--- config.mk ---
export PLATFORM = sky130hd
export DESIGN_NAME = pwd_watchdog
export DESIGN_NICKNAME = d
export VERILOG_FILES = /design/src/hdl/pwd_pkg.sv /design/src/hdl/pwd_cnt_if.sv /design/src/hdl/pwd_tick_gen.sv /design/src/hdl/pwd_wdt_core.sv /design/src/hdl/pwd_watchdog.sv
export VERILOG_INCLUDE_DIRS = /design/src /design/src/hdl
export SDC_FILE = /design/constraint.sdc
export NUM_CORES = 1
export LEC_CHECK = 0
export BUFFER_PORTS_ARGS = -buffer_cell sky130_fd_sc_hd__buf_4
export CAP_MARGIN = 5
export CORE_MARGIN = 5
export CORE_UTILIZATION = 35
export CTS_CLUSTER_DIAMETER = 100
export DETAILED_ROUTE_END_ITERATION = 8
export GPL_ROUTABILITY_DRIVEN = 1
export SETUP_SLACK_MARGIN = 0.15
export SLEW_MARGIN = 40
export SYNTH_ARGS = -nofsm -noshare
export SYNTH_HDL_FRONTEND = slang
export SYNTH_SLANG_ARGS = --single-unit
export TNS_END_PERCENT = 100
--- constraint.sdc ---
create_clock -name mclk_in -period 3.81 [get_ports mclk_in]
set_clock_uncertainty 0.05 [all_clocks]
set_input_delay 0.1905 -clock mclk_in [delete_from_list [all_inputs] [get_ports mclk_in]]
set_output_delay 0.1905 -clock mclk_in [all_outputs]
set_load 0.03 [all_outputs]
--- src/hdl/pwd_defines.svh ---
// Constants of the counter-array watchdog: addresses, bit positions, resets
`ifndef PWD_DEFINES_SVH
`define PWD_DEFINES_SVH

// Special function register addresses
`define PWD_ADDR_CTRL        8'hd8
`define PWD_ADDR_MODE        8'hd9
`define PWD_ADDR_CNT_LOW     8'hda
`define PWD_ADDR_CNT_HIGH    8'hdb
`define PWD_ADDR_OFFSET      8'hdc
`define PWD_ADDR_RELOAD      8'hdd
`define PWD_ADDR_MOD4        8'hde

// Control/status register bit positions
`define PWD_CTRL_OVF         7
`define PWD_CTRL_RUN         6
`define PWD_CTRL_MODULE_FOUR_COMPARE_FLAG        4
`define PWD_CTRL_CCF_MSB     4

// Mode register bit positions
`define PWD_MODE_IDLE_SUSP   7
`define PWD_MODE_WD_EN       6
`define PWD_MODE_WD_LOCK     5
`define PWD_MODE_SEL_MSB     3
`define PWD_MODE_SEL_LSB     1
`define PWD_MODE_OVF_IE      0

// Reset values
`define PWD_CTRL_RST         8'h00
`define PWD_MODE_RST         8'h40
`define PWD_BYTE_RST         8'h00
`define PWD_SEL_RST          3'h0

// Clock source codes
`define PWD_SEL_DIV12        3'h0
`define PWD_SEL_DIV4         3'h1
`define PWD_SEL_TIMER0       3'h2
`define PWD_SEL_ECI          3'h3
`define PWD_SEL_SYSCLK       3'h4
`define PWD_SEL_EXT8         3'h5

// Divider counts and counter maxima
`define PWD_DIV_SLOW         4'd12
`define PWD_DIV_FAST         4'd4
`define PWD_DIV_EXT          4'd8
`define PWD_LOW_MAX          8'hff
`define PWD_CNT_MAX          16'hffff

`endif

--- src/hdl/pwd_pkg.sv ---
// Types shared by the counter-array watchdog modules
package pwd_pkg;
    typedef logic [7:0] pwd_byte_t;
    typedef logic [2:0] pwd_clk_sel_t;
    typedef logic [15:0] pwd_count_t;
endpackage

--- src/hdl/pwd_cnt_if.sv ---
// Signals between the watchdog top, its tick source and its compare unit
`timescale 1ns/1ps
`default_nettype none
interface pwd_cnt_if;
    pwd_pkg::pwd_clk_sel_t clk_sel;
    logic                  tick;
    pwd_pkg::pwd_byte_t    cnt_high;
    logic                  low_wrap;
    pwd_pkg::pwd_byte_t    offset;
    logic                  reload_wr;
    logic                  wd_en;
    logic                  force_rst;
    pwd_pkg::pwd_byte_t    reload;
    logic                  wd_rst;

    modport src (input clk_sel, output tick);
    modport wdt (input cnt_high, low_wrap, offset, reload_wr, wd_en,
                 force_rst, output reload, wd_rst);
    modport ctl (output clk_sel, cnt_high, low_wrap, offset, reload_wr,
                 wd_en, force_rst, input tick, reload, wd_rst);
endinterface
`default_nettype wire

--- src/hdl/pwd_tick_gen.sv ---
// Counter-array clock source: prescalers, pin synchronisers, selector
`timescale 1ns/1ps
`default_nettype none
`include "pwd_defines.svh"
module pwd_tick_gen (
    // Clock and reset
    input  wire logic mclk_in,
    input  wire logic arst_n_in,
    // Tick sources
    input  wire logic timer0_ovf_in,
    input  wire logic eci_pin_in,
    input  wire logic ext_clk_pin_in,
    // Selection and tick
    pwd_cnt_if.src    cnt_if
);
    logic [3:0] div_r;
    logic [3:0] ext_div_r;
    logic [2:0] eci_sh_r;
    logic [2:0] ext_sh_r;
    logic       eci_fall;
    logic       ext_rise;
    logic       tick_nxt;

    // Pins pass two flops before any edge detection
    always_ff @(posedge mclk_in or negedge arst_n_in) begin
        if (!arst_n_in) begin
            eci_sh_r <= 3'h0;
            ext_sh_r <= 3'h0;
        end else begin
            eci_sh_r <= {eci_sh_r[1:0], eci_pin_in};
            ext_sh_r <= {ext_sh_r[1:0], ext_clk_pin_in};
        end
    end

    assign eci_fall = eci_sh_r[2] & ~eci_sh_r[1];
    assign ext_rise = ext_sh_r[1] & ~ext_sh_r[2];

    // One prescaler serves both the /12 and /4 taps
    always_ff @(posedge mclk_in or negedge arst_n_in) begin
        if (!arst_n_in) begin
            div_r <= 4'h0;
        end else if (div_r == `PWD_DIV_SLOW - 4'd1) begin
            div_r <= 4'h0;
        end else begin
            div_r <= div_r + 4'd1;
        end
    end

    always_ff @(posedge mclk_in or negedge arst_n_in) begin
        if (!arst_n_in) begin
            ext_div_r <= 4'h0;
        end else if (ext_rise) begin
            if (ext_div_r == `PWD_DIV_EXT - 4'd1) begin
                ext_div_r <= 4'h0;
            end else begin
                ext_div_r <= ext_div_r + 4'd1;
            end
        end
    end

    always_comb begin
        case (cnt_if.clk_sel)
            `PWD_SEL_DIV12:  tick_nxt = (div_r == `PWD_DIV_SLOW - 4'd1);
            `PWD_SEL_DIV4:   tick_nxt = (div_r[1:0] == 2'h3);
            `PWD_SEL_TIMER0: tick_nxt = timer0_ovf_in;
            `PWD_SEL_ECI:    tick_nxt = eci_fall;
            `PWD_SEL_SYSCLK: tick_nxt = 1'b1;
            `PWD_SEL_EXT8:   tick_nxt = ext_rise &
                                        (ext_div_r == `PWD_DIV_EXT - 4'd1);
            default:         tick_nxt = 1'b0;
        endcase
    end

    assign cnt_if.tick = tick_nxt;

    a_div12_period: assert property (@(posedge mclk_in)
        disable iff (!arst_n_in)
        (div_r == `PWD_DIV_SLOW - 4'd1) |=>
        (div_r != `PWD_DIV_SLOW - 4'd1) [*8] ##1
        (div_r != `PWD_DIV_SLOW - 4'd1) [*3] ##1
        (div_r == `PWD_DIV_SLOW - 4'd1))
        else $error("divide by 12 tick spacing wrong");
endmodule // pwd_tick_gen
`default_nettype wire

--- src/hdl/pwd_wdt_core.sv ---
// Watchdog reload register, high-byte compare and reset pulse
`timescale 1ns/1ps
`default_nettype none
`include "pwd_defines.svh"
module pwd_wdt_core (
    // Clock and reset
    input  wire logic mclk_in,
    input  wire logic arst_n_in,
    // Counter and control view
    pwd_cnt_if.wdt    cnt_if
);
    pwd_pkg::pwd_byte_t reload_r;
    logic               wd_rst_r;
    logic               match;

    // Any write reloads from the counter, the written value is dropped
    always_ff @(posedge mclk_in or negedge arst_n_in) begin
        if (!arst_n_in) begin
            reload_r <= `PWD_BYTE_RST;
        end else if (cnt_if.reload_wr) begin
            reload_r <= 8'(cnt_if.cnt_high + cnt_if.offset);
        end
    end

    // Compare uses the high byte before the carry lands, which gives
    // offset*256 plus what the low byte still had to run
    assign match = (reload_r == cnt_if.cnt_high);

    always_ff @(posedge mclk_in or negedge arst_n_in) begin
        if (!arst_n_in) begin
            wd_rst_r <= 1'b0;
        end else begin
            wd_rst_r <= cnt_if.wd_en &
                        ((cnt_if.low_wrap & match) |
                         cnt_if.force_rst);
        end
    end

    assign cnt_if.reload = reload_r;
    assign cnt_if.wd_rst = wd_rst_r;

    a_reload_value: assert property (@(posedge mclk_in)
        disable iff (!arst_n_in)
        cnt_if.reload_wr |=>
        reload_r == 8'($past(cnt_if.cnt_high) + $past(cnt_if.offset)))
        else $error("reload not counter high plus offset");
    a_rst_cause: assert property (@(posedge mclk_in)
        disable iff (!arst_n_in)
        $rose(wd_rst_r) |-> $past(cnt_if.wd_en) &&
        ($past(cnt_if.force_rst) ||
         ($past(cnt_if.low_wrap) &&
          $past(reload_r) == $past(cnt_if.cnt_high))))
        else $error("watchdog reset without cause");
    a_force_rst: assert property (@(posedge mclk_in)
        disable iff (!arst_n_in)
        (cnt_if.wd_en && cnt_if.force_rst) |=> wd_rst_r)
        else $error("forced reset missing");
endmodule // pwd_wdt_core
`default_nettype wire

--- src/hdl/pwd_watchdog.sv ---
// Counter-array watchdog top: registers, 16-bit counter, flags
// What this block does
// - Timeout equals 256 times offset plus 256 minus low byte at reload.
// - Reset when low byte overflows while reload byte equals high byte.
// - Writing one to module-four flag while enabled resets at once.
// - Clock select and idle-suspend writes are ignored while enabled.
// - Watchdog is on when the enable bit or the lock bit is set.
// - Lock bit keeps the watchdog on until the next reset.
// - Without lock, clearing the enable bit turns the watchdog off.
// - Reset leaves watchdog on, clock divided by 12, bytes zero.
// - Default settings give a timeout of 256 counter ticks.
// - Idle-suspend bit stops counting while the processor idles.
// - Overflow flag sets when the counter wraps from all ones.
// - Set overflow flag with its enable raises the interrupt request.
// - Run-control starts and stops the counter unless the watchdog forces it.
// - Reload write loads counter high byte plus offset, ignoring data.
// - Enabled watchdog keeps the counter running regardless of run-control.
// - Enabled watchdog blocks counter byte and module-four mode writes.
`timescale 1ns/1ps
`default_nettype none
`include "pwd_defines.svh"
module pwd_watchdog (
    // Clock and reset
    input  wire logic       mclk_in,
    input  wire logic       arst_n_in,
    // Special function register port
    input  wire logic [7:0] sfr_addr_in,
    input  wire logic [7:0] sfr_wdata_in,
    input  wire logic       sfr_wr_in,
    input  wire logic       sfr_rd_in,
    output logic      [7:0] sfr_rdata_out,
    // Core status and tick sources
    input  wire logic       cpu_idle_in,
    input  wire logic       timer0_ovf_in,
    // Pins
    input  wire logic       eci_pin_in,
    input  wire logic       ext_clk_pin_in,
    // System outputs
    output logic            wdt_reset_out,
    output logic            pca_irq_out
);
    pwd_cnt_if cnt_if ();

    pwd_pkg::pwd_count_t   cnt_r;
    pwd_pkg::pwd_byte_t    offset_r;
    pwd_pkg::pwd_byte_t    mod4_r;
    pwd_pkg::pwd_byte_t    rdata_r;
    pwd_pkg::pwd_clk_sel_t clk_sel_r;
    logic [3:0]            ccf_low_r;
    logic                  module_four_compare_flag_r;
    logic                  ovf_flag_r;
    logic                  run_r;
    logic                  idle_susp_r;
    logic                  wd_en_bit_r;
    logic                  wd_lock_r;
    logic                  ovf_ie_r;
    logic                  irq_r;
    logic                  wd_en;
    logic                  count_en;
    logic                  wr_ctrl;
    logic                  wr_mode;
    logic                  wr_low;
    logic                  wr_high;
    logic                  wr_offset;
    logic                  wr_mod4;

    pwd_tick_gen u_tick (
        .mclk_in        (mclk_in),
        .arst_n_in      (arst_n_in),
        .timer0_ovf_in  (timer0_ovf_in),
        .eci_pin_in     (eci_pin_in),
        .ext_clk_pin_in (ext_clk_pin_in),
        .cnt_if         (cnt_if)
    );

    pwd_wdt_core u_wdt (
        .mclk_in   (mclk_in),
        .arst_n_in (arst_n_in),
        .cnt_if    (cnt_if)
    );

    // Address decode
    assign wr_ctrl   = sfr_wr_in & (sfr_addr_in == `PWD_ADDR_CTRL);
    assign wr_mode   = sfr_wr_in & (sfr_addr_in == `PWD_ADDR_MODE);
    assign wr_low    = sfr_wr_in & (sfr_addr_in == `PWD_ADDR_CNT_LOW);
    assign wr_high   = sfr_wr_in & (sfr_addr_in == `PWD_ADDR_CNT_HIGH);
    assign wr_offset = sfr_wr_in & (sfr_addr_in == `PWD_ADDR_OFFSET);
    assign wr_mod4   = sfr_wr_in & (sfr_addr_in == `PWD_ADDR_MOD4);

    assign wd_en = wd_en_bit_r | wd_lock_r;

    // Watchdog forces counting; idle suspend still applies
    assign count_en = cnt_if.tick & (run_r | wd_en) &
                      ~(idle_susp_r & cpu_idle_in);

    // Mode register: clock select and idle choice freeze while enabled
    always_ff @(posedge mclk_in or negedge arst_n_in) begin
        if (!arst_n_in) begin
            idle_susp_r <= 1'(`PWD_MODE_RST >> `PWD_MODE_IDLE_SUSP);
            wd_en_bit_r <= 1'b1;
            wd_lock_r   <= 1'b0;
            clk_sel_r   <= `PWD_SEL_RST;
            ovf_ie_r    <= 1'b0;
        end else if (wr_mode) begin
            ovf_ie_r    <= sfr_wdata_in[`PWD_MODE_OVF_IE];
            wd_en_bit_r <= sfr_wdata_in[`PWD_MODE_WD_EN];
            // Lock is sticky: only a reset can release it
            wd_lock_r   <= wd_lock_r |
                           sfr_wdata_in[`PWD_MODE_WD_LOCK];
            if (!wd_en) begin
                idle_susp_r <= sfr_wdata_in[`PWD_MODE_IDLE_SUSP];
                clk_sel_r   <= sfr_wdata_in[`PWD_MODE_SEL_MSB:
                                            `PWD_MODE_SEL_LSB];
            end
        end
    end

    // Counter low byte: software write only when watchdog is off
    always_ff @(posedge mclk_in or negedge arst_n_in) begin
        if (!arst_n_in) begin
            cnt_r[7:0] <= `PWD_BYTE_RST;
        end else if (wr_low && !wd_en) begin
            cnt_r[7:0] <= sfr_wdata_in;
        end else if (count_en) begin
            cnt_r[7:0] <= cnt_r[7:0] + 8'h01;
        end
    end

    // Counter high byte takes the carry out of the low byte
    always_ff @(posedge mclk_in or negedge arst_n_in) begin
        if (!arst_n_in) begin
            cnt_r[15:8] <= `PWD_BYTE_RST;
        end else if (wr_high && !wd_en) begin
            cnt_r[15:8] <= sfr_wdata_in;
        end else if (count_en && cnt_r[7:0] == `PWD_LOW_MAX) begin
            cnt_r[15:8] <= cnt_r[15:8] + 8'h01;
        end
    end

    // Offset byte stays writable so a reload can pick up a new timeout
    always_ff @(posedge mclk_in or negedge arst_n_in) begin
        if (!arst_n_in) begin
            offset_r <= `PWD_BYTE_RST;
        end else if (wr_offset) begin
            offset_r <= sfr_wdata_in;
        end
    end

    always_ff @(posedge mclk_in or negedge arst_n_in) begin
        if (!arst_n_in) begin
            mod4_r <= `PWD_BYTE_RST;
        end else if (wr_mod4 && !wd_en) begin
            mod4_r <= sfr_wdata_in;
        end
    end

    // Control/status: a wrap in the same cycle as a clear keeps the flag
    always_ff @(posedge mclk_in or negedge arst_n_in) begin
        if (!arst_n_in) begin
            ovf_flag_r <= 1'b0;
        end else if (count_en && cnt_r == `PWD_CNT_MAX) begin
            ovf_flag_r <= 1'b1;
        end else if (wr_ctrl) begin
            ovf_flag_r <= sfr_wdata_in[`PWD_CTRL_OVF];
        end
    end

    always_ff @(posedge mclk_in or negedge arst_n_in) begin
        if (!arst_n_in) begin
            run_r     <= 1'b0;
            module_four_compare_flag_r    <= 1'b0;
            ccf_low_r <= 4'h0;
        end else if (wr_ctrl) begin
            run_r     <= sfr_wdata_in[`PWD_CTRL_RUN];
            module_four_compare_flag_r    <= sfr_wdata_in[`PWD_CTRL_MODULE_FOUR_COMPARE_FLAG];
            ccf_low_r <= sfr_wdata_in[`PWD_CTRL_MODULE_FOUR_COMPARE_FLAG-1:0];
        end
    end

    always_ff @(posedge mclk_in or negedge arst_n_in) begin
        if (!arst_n_in) begin
            irq_r <= 1'b0;
        end else begin
            irq_r <= ovf_flag_r & ovf_ie_r;
        end
    end

    // Read data is registered: the byte appears the cycle after the strobe
    always_ff @(posedge mclk_in or negedge arst_n_in) begin
        if (!arst_n_in) begin
            rdata_r <= `PWD_BYTE_RST;
        end else if (sfr_rd_in) begin
            case (sfr_addr_in)
                `PWD_ADDR_CTRL:     rdata_r <= {ovf_flag_r, run_r, 1'b0,
                                                module_four_compare_flag_r, ccf_low_r};
                `PWD_ADDR_MODE:     rdata_r <= {idle_susp_r, wd_en_bit_r,
                                                wd_lock_r, 1'b0,
                                                clk_sel_r, ovf_ie_r};
                `PWD_ADDR_CNT_LOW:  rdata_r <= cnt_r[7:0];
                `PWD_ADDR_CNT_HIGH: rdata_r <= cnt_r[15:8];
                `PWD_ADDR_OFFSET:   rdata_r <= offset_r;
                `PWD_ADDR_RELOAD:   rdata_r <= cnt_if.reload;
                `PWD_ADDR_MOD4:     rdata_r <= mod4_r;
                default:            rdata_r <= 8'h00;
            endcase
        end
    end

    // Interface drive toward tick source and compare unit
    assign cnt_if.clk_sel   = clk_sel_r;
    assign cnt_if.cnt_high  = cnt_r[15:8];
    assign cnt_if.low_wrap  = count_en & (cnt_r[7:0] == `PWD_LOW_MAX);
    assign cnt_if.offset    = offset_r;
    assign cnt_if.reload_wr = sfr_wr_in &
                              (sfr_addr_in == `PWD_ADDR_RELOAD);
    assign cnt_if.wd_en     = wd_en;
    // Writing one here while enabled is a deliberate software reset
    assign cnt_if.force_rst = wr_ctrl & sfr_wdata_in[`PWD_CTRL_MODULE_FOUR_COMPARE_FLAG];

    assign sfr_rdata_out = rdata_r;
    assign wdt_reset_out = cnt_if.wd_rst;
    assign pca_irq_out   = irq_r;

    a_sel_frozen: assert property (@(posedge mclk_in)
        disable iff (!arst_n_in)
        wd_en |=> $stable(clk_sel_r) && $stable(idle_susp_r))
        else $error("clock select changed while enabled");

    a_lock_holds: assert property (@(posedge mclk_in)
        disable iff (!arst_n_in)
        wd_lock_r |=> wd_lock_r && wd_en)
        else $error("lock released before reset");

    a_disable_ok: assert property (@(posedge mclk_in)
        disable iff (!arst_n_in)
        (wr_mode && !wd_lock_r && !sfr_wdata_in[`PWD_MODE_WD_EN] &&
         !sfr_wdata_in[`PWD_MODE_WD_LOCK]) |=> !wd_en)
        else $error("enable bit clear did not disable");

    a_idle_stops: assert property (@(posedge mclk_in)
        disable iff (!arst_n_in)
        (idle_susp_r && cpu_idle_in && !wr_low && !wr_high) |=>
        $stable(cnt_r))
        else $error("counter moved during idle suspend");

    a_wrap_flag: assert property (@(posedge mclk_in)
        disable iff (!arst_n_in)
        (count_en && cnt_r == `PWD_CNT_MAX) |=>
        ovf_flag_r && cnt_r == 16'h0000)
        else $error("overflow flag not set on wrap");

    a_irq_follow: assert property (@(posedge mclk_in)
        disable iff (!arst_n_in)
        (ovf_flag_r && ovf_ie_r) |=> pca_irq_out)
        else $error("interrupt request missing");

    a_stop_holds: assert property (@(posedge mclk_in)
        disable iff (!arst_n_in)
        (!run_r && !wd_en && !wr_low && !wr_high) |=> $stable(cnt_r))
        else $error("stopped counter moved");

    a_forced_run: assert property (@(posedge mclk_in)
        disable iff (!arst_n_in)
        (wd_en && cnt_if.tick && !(idle_susp_r && cpu_idle_in)) |=>
        cnt_r == 16'($past(cnt_r) + 16'h0001))
        else $error("counter not forced on by watchdog");

    a_timeout_pulse: assert property (@(posedge mclk_in)
        disable iff (!arst_n_in)
        (wd_en && cnt_if.low_wrap && cnt_if.reload == cnt_r[15:8]) |=>
        wdt_reset_out)
        else $error("timeout did not reset");

    // Register and counter guards
    a_mod4_frozen: assert property (@(posedge mclk_in)
        disable iff (!arst_n_in)
        (wd_en && wr_mod4) |=> $stable(mod4_r))
        else $error("module-four mode written while enabled");

    // Only software may clear the flag
    a_ovf_sticky: assert property (@(posedge mclk_in)
        disable iff (!arst_n_in)
        (ovf_flag_r && !wr_ctrl) |=> ovf_flag_r)
        else $error("overflow flag cleared by hardware");

    a_count_step: assert property (@(posedge mclk_in)
        disable iff (!arst_n_in)
        (count_en && !wr_low && !wr_high) |=>
        cnt_r == 16'($past(cnt_r) + 16'h0001))
        else $error("counter did not advance by one");

    a_run_write: assert property (@(posedge mclk_in)
        disable iff (!arst_n_in)
        wr_ctrl |=> run_r == $past(sfr_wdata_in[`PWD_CTRL_RUN]))
        else $error("run control not stored");

    a_lock_sets: assert property (@(posedge mclk_in)
        disable iff (!arst_n_in)
        (wr_mode && sfr_wdata_in[`PWD_MODE_WD_LOCK]) |=>
        wd_lock_r && wd_en)
        else $error("lock write did not enable");
endmodule // pwd_watchdog
`default_nettype wire

==> results_dict.tcl <==
set metrics [dict create \
    required_ns 4.03 \
    drc 0 \
    maxSlewHeadroom_pct 50.82 \
    syn_nets 425 \
    drt_iter0_drc 129 \
    yosysWarnings 0 \
    grt_pass1_vias 2941 \
    holdPathStages 2 \
    period_minus_slack_ns 2.304 \
    reg2reg_from "u_tick.ext_div_r[0]" \
    p_leak_uw 0.002154 \
    final_common_cell "dfrtp_1" \
    hp-start "sfr_rd_in" \
    clock.fmax_mhz 434.0 \
    hold_path_end "sfr_rdata_out[4]" \
    synth_cells 389 \
    r2r_cells 7 \
    end_kind "flop" \
    dr_total_vias 3022 \
    htree_levels 3 \
    core_sq_um 11560 \
    first_pass_iters 5 \
    nNetsFinal 457 \
    rows 39 \
    slew_violations 0 \
    combPwrFrac_pct 12.0 \
    diodes 0 \
    viasPerCell 5.311 \
    finalNonFillerCells 569 \
    clk_pin_slew_ns 0.06 \
    ys_types 53 \
    run_status "completed" \
    sw_frac_of_total_pct 27.08 \
    grt_antenna_before_repair 0 \
    die_h_um 119.2 \
    clockPowerShare_pct 40.8 \
    reg2reg_setup_slack_ns 1.51 \
    setup_viol 0 \
    p_seq_share_pct 47.2 \
    cts_tree "built" \
    max_cap_viol_count 0 \
    dieArea_sq_um 14210 \
    syn_to_final_growth_pct 17.05 \
    dp_hpwl_mm 7.367 \
    finalSetupTns_ns 0 \
    cts_root_buf "clkbuf_16" \
    layout_common_cells "dfrtp_1, nand2_1, mux2_2, buf_4" \
    antenna_left 0 \
    peakVddDrop_mv 0.1901 \
    arrival_ns 2.53 \
    place.gp.congestion 0.9219 \
    start_util_pct 36.10 \
    ys_seq_area_share_pct 46.78 \
    hold_path.class "primary input to flop" \
    io_pins 34 \
    fillers 1100 \
    routed_wl_mm 10.30 \
    startpoint_type "flop" \
    port_buffers 33 \
    power.density_nw_per_um2 415.5 \
    tightestPinTransition_ns 0.7323 \
    place_inst 550 \
    netlist_area_sq_um 4175 \
    worst_hold_slack_ns 0.05452 \
    clockBufferDepth 2 \
    synth_edf_count 0 \
    post_cts.repair.setup_buffers 0 \
    die_w_um 119.2 \
    grt_use_total_pct 15.18 \
    cellInternalPower_uw 1481 \
    period_share_pct 60.48 \
    layout-drive-gt1-share_pct 24.41 \
    clkLatencyLatePin_ns 0.35 \
    grt_pass1_wl_mm 16.59 \
    timing.rr.end "u_wdt.cnt_if.wd_rst" \
    hold_viol_final 0 \
    synthFlopType "dfrtp_1" \
    syn_area_per_cell_sq_um 10.73 \
    rsz0062_at_grt "false" \
    cts_sinks 78 \
    switchingPower_uw 550.0 \
    cts_buffers 9 \
    avgRoutedWirePerCell_um 18.09 \
    grt-ovfl-total 0 \
    synthArstFlopShare_pct 100.0 \
    crit_type "flop to flop" \
    synth-seq-cells 78 \
    path_max_fanout 6 \
    grt_max_degree 79 \
]
## kinds of logic (layout without fill, tap and decap cells)
family,Yosys count,in the layout,share of synthesized area (%)
and+or+nand+nor,118,118,14.83
DFF,78,78,46.78
AOI/OAI and AO/OA,70,70,11.21
muxes,47,47,13.73
xor gates and xnor gates,32,32,6.713
buffers and inverters,32,69,2.967
adders and majority gates,12,12,3.776
## Yosys cell counts, types with 2 or more instances
| master | n | share of area [%] |
|---|---|---|
| a21o_1 | 4 | 0.72 |
| a21oi_1 | 13 | 1.6 |
| a311oi_1 | 2 | 0.42 |
| a31oi_1 | 2 | 0.30 |
| and2_1 | 2 | 0.30 |
| and2b_2 | 4 | 0.84 |
| and3_1 | 2 | 0.30 |
| buf_1 | 2 | 0.18 |
| buf_2 | 3 | 0.36 |
| clkbuf_1 | 10 | 0.90 |
| dfrtp_1 | 77 | 46 |
| ha_1 | 11 | 3.3 |
| inv_1 | 17 | 1.5 |
| mux2_2 | 32 | 8.6 |
| mux2i_1 | 10 | 2.4 |
| mux4_2 | 5 | 2.7 |
| nand2_1 | 43 | 3.9 |
| nand2b_1 | 2 | 0.30 |
| nand3_1 | 10 | 1.2 |
| nand4_1 | 8 | 1.2 |
| nor2_1 | 22 | 2.0 |
| nor2b_1 | 4 | 0.60 |
| nor3_1 | 6 | 0.72 |
| nor3_2 | 4 | 0.96 |
| o211ai_1 | 5 | 0.90 |
| o21ai_0 | 25 | 3.0 |
| o22ai_1 | 7 | 1.0 |
| o31ai_1 | 2 | 0.36 |
| xnor2_1 | 25 | 5.2 |
| xor2_1 | 7 | 1.5 |
## layout make-up
cell class                      instances  area [sq um]  area share (%)
Clock buffer                           12         256.5           5.248
Clock inverter                          4         31.28          0.6400
Inverter                               17         63.81           1.306
Multi-Input combinational cell        279          2122           43.42
Sequential cell                        78          1953           39.96
Tap cell                              143         178.9           3.661
Timing Repair Buffer                   36         281.5           5.760
## power groups by stage
stage	combinational, uW	sequential [uW]	clock [uW]
6_report	244	958	829
5_1_grt	272	966	884
4_1_cts	248	957	849
3_5_place_dp	245	971	0
3_3_place_gp	235	968	0
2_1_floorplan	162	950	0
## stage by stage
step	utilization [%]	power (uW)	setup WS, ns	instance area [sq um]
6_report	42.26	2031	1.506	4887
2_1_floorplan	-	1112	1.708	4175
4_1_cts	42.26	2054	1.494	4887
3_5_place_dp	39.51	1215	1.516	4569
5_1_grt	42.26	2123	1.343	4887
3_3_place_gp	39.33	1203	1.567	4548
## registers in the layout, summed over array words and instances, names as in the netlist, 4 cells and up
name / count
cnt_if.cnt_high: 8
cnt_if.offset: 8
cnt_r: 8
mod4_r: 8
sfr_rdata_out: 8
u_wdt.cnt_if.reload: 8
ccf_low_r: 4
u_tick.div_r: 4
u_tick.ext_div_r: 4
## repair_timing
| action | CTS | global route |
|---|---|---|
| hold endpoints to repair | 79 | 0 |
| gates resized for setup | 0 | 0 |
| hold buffers | 3 | 0 |
## worst max-delay path, stage by stage, from the launching register on
cell      delay (ns)
dfrtp_1         0.38
ha_1            0.20
nand2_1         0.09
o311a_4         0.32
a311oi_4        0.50
nand3_4         0.14
or3_1           0.39
a21oi_1         0.15
## how the worst max path moves through the flow
stage | end | start | slack, ns | cells after the start
2_1_floorplan | u_wdt.cnt_if.wd_rst | u_tick.ext_div_r[0] | 1.71 | 7
3_3_place_gp | u_wdt.cnt_if.wd_rst | u_tick.ext_div_r[0] | 1.57 | 7
3_5_place_dp | u_wdt.cnt_if.wd_rst | u_tick.ext_div_r[0] | 1.52 | 7
4_1_cts | u_wdt.cnt_if.wd_rst | u_tick.ext_div_r[0] | 1.49 | 7
5_1_grt | u_wdt.cnt_if.wd_rst | u_tick.ext_div_r[1] | 1.34 | 7
6_report | u_wdt.cnt_if.wd_rst | u_tick.ext_div_r[0] | 1.51 | 7
## layer usage
metal / vias to the layer above / share of wire [%] / global-route usage, %
met2: 71 / 46 / 22.54
met3: 14 / 5.4 / 3.744
li1: 1435 / - / -
met1: 1502 / 46 / 21.24
met5: - / 0 / 0
met4: 0 / 2.1 / 6.155
Note: power is estimated with default switching activity, not from simulation.
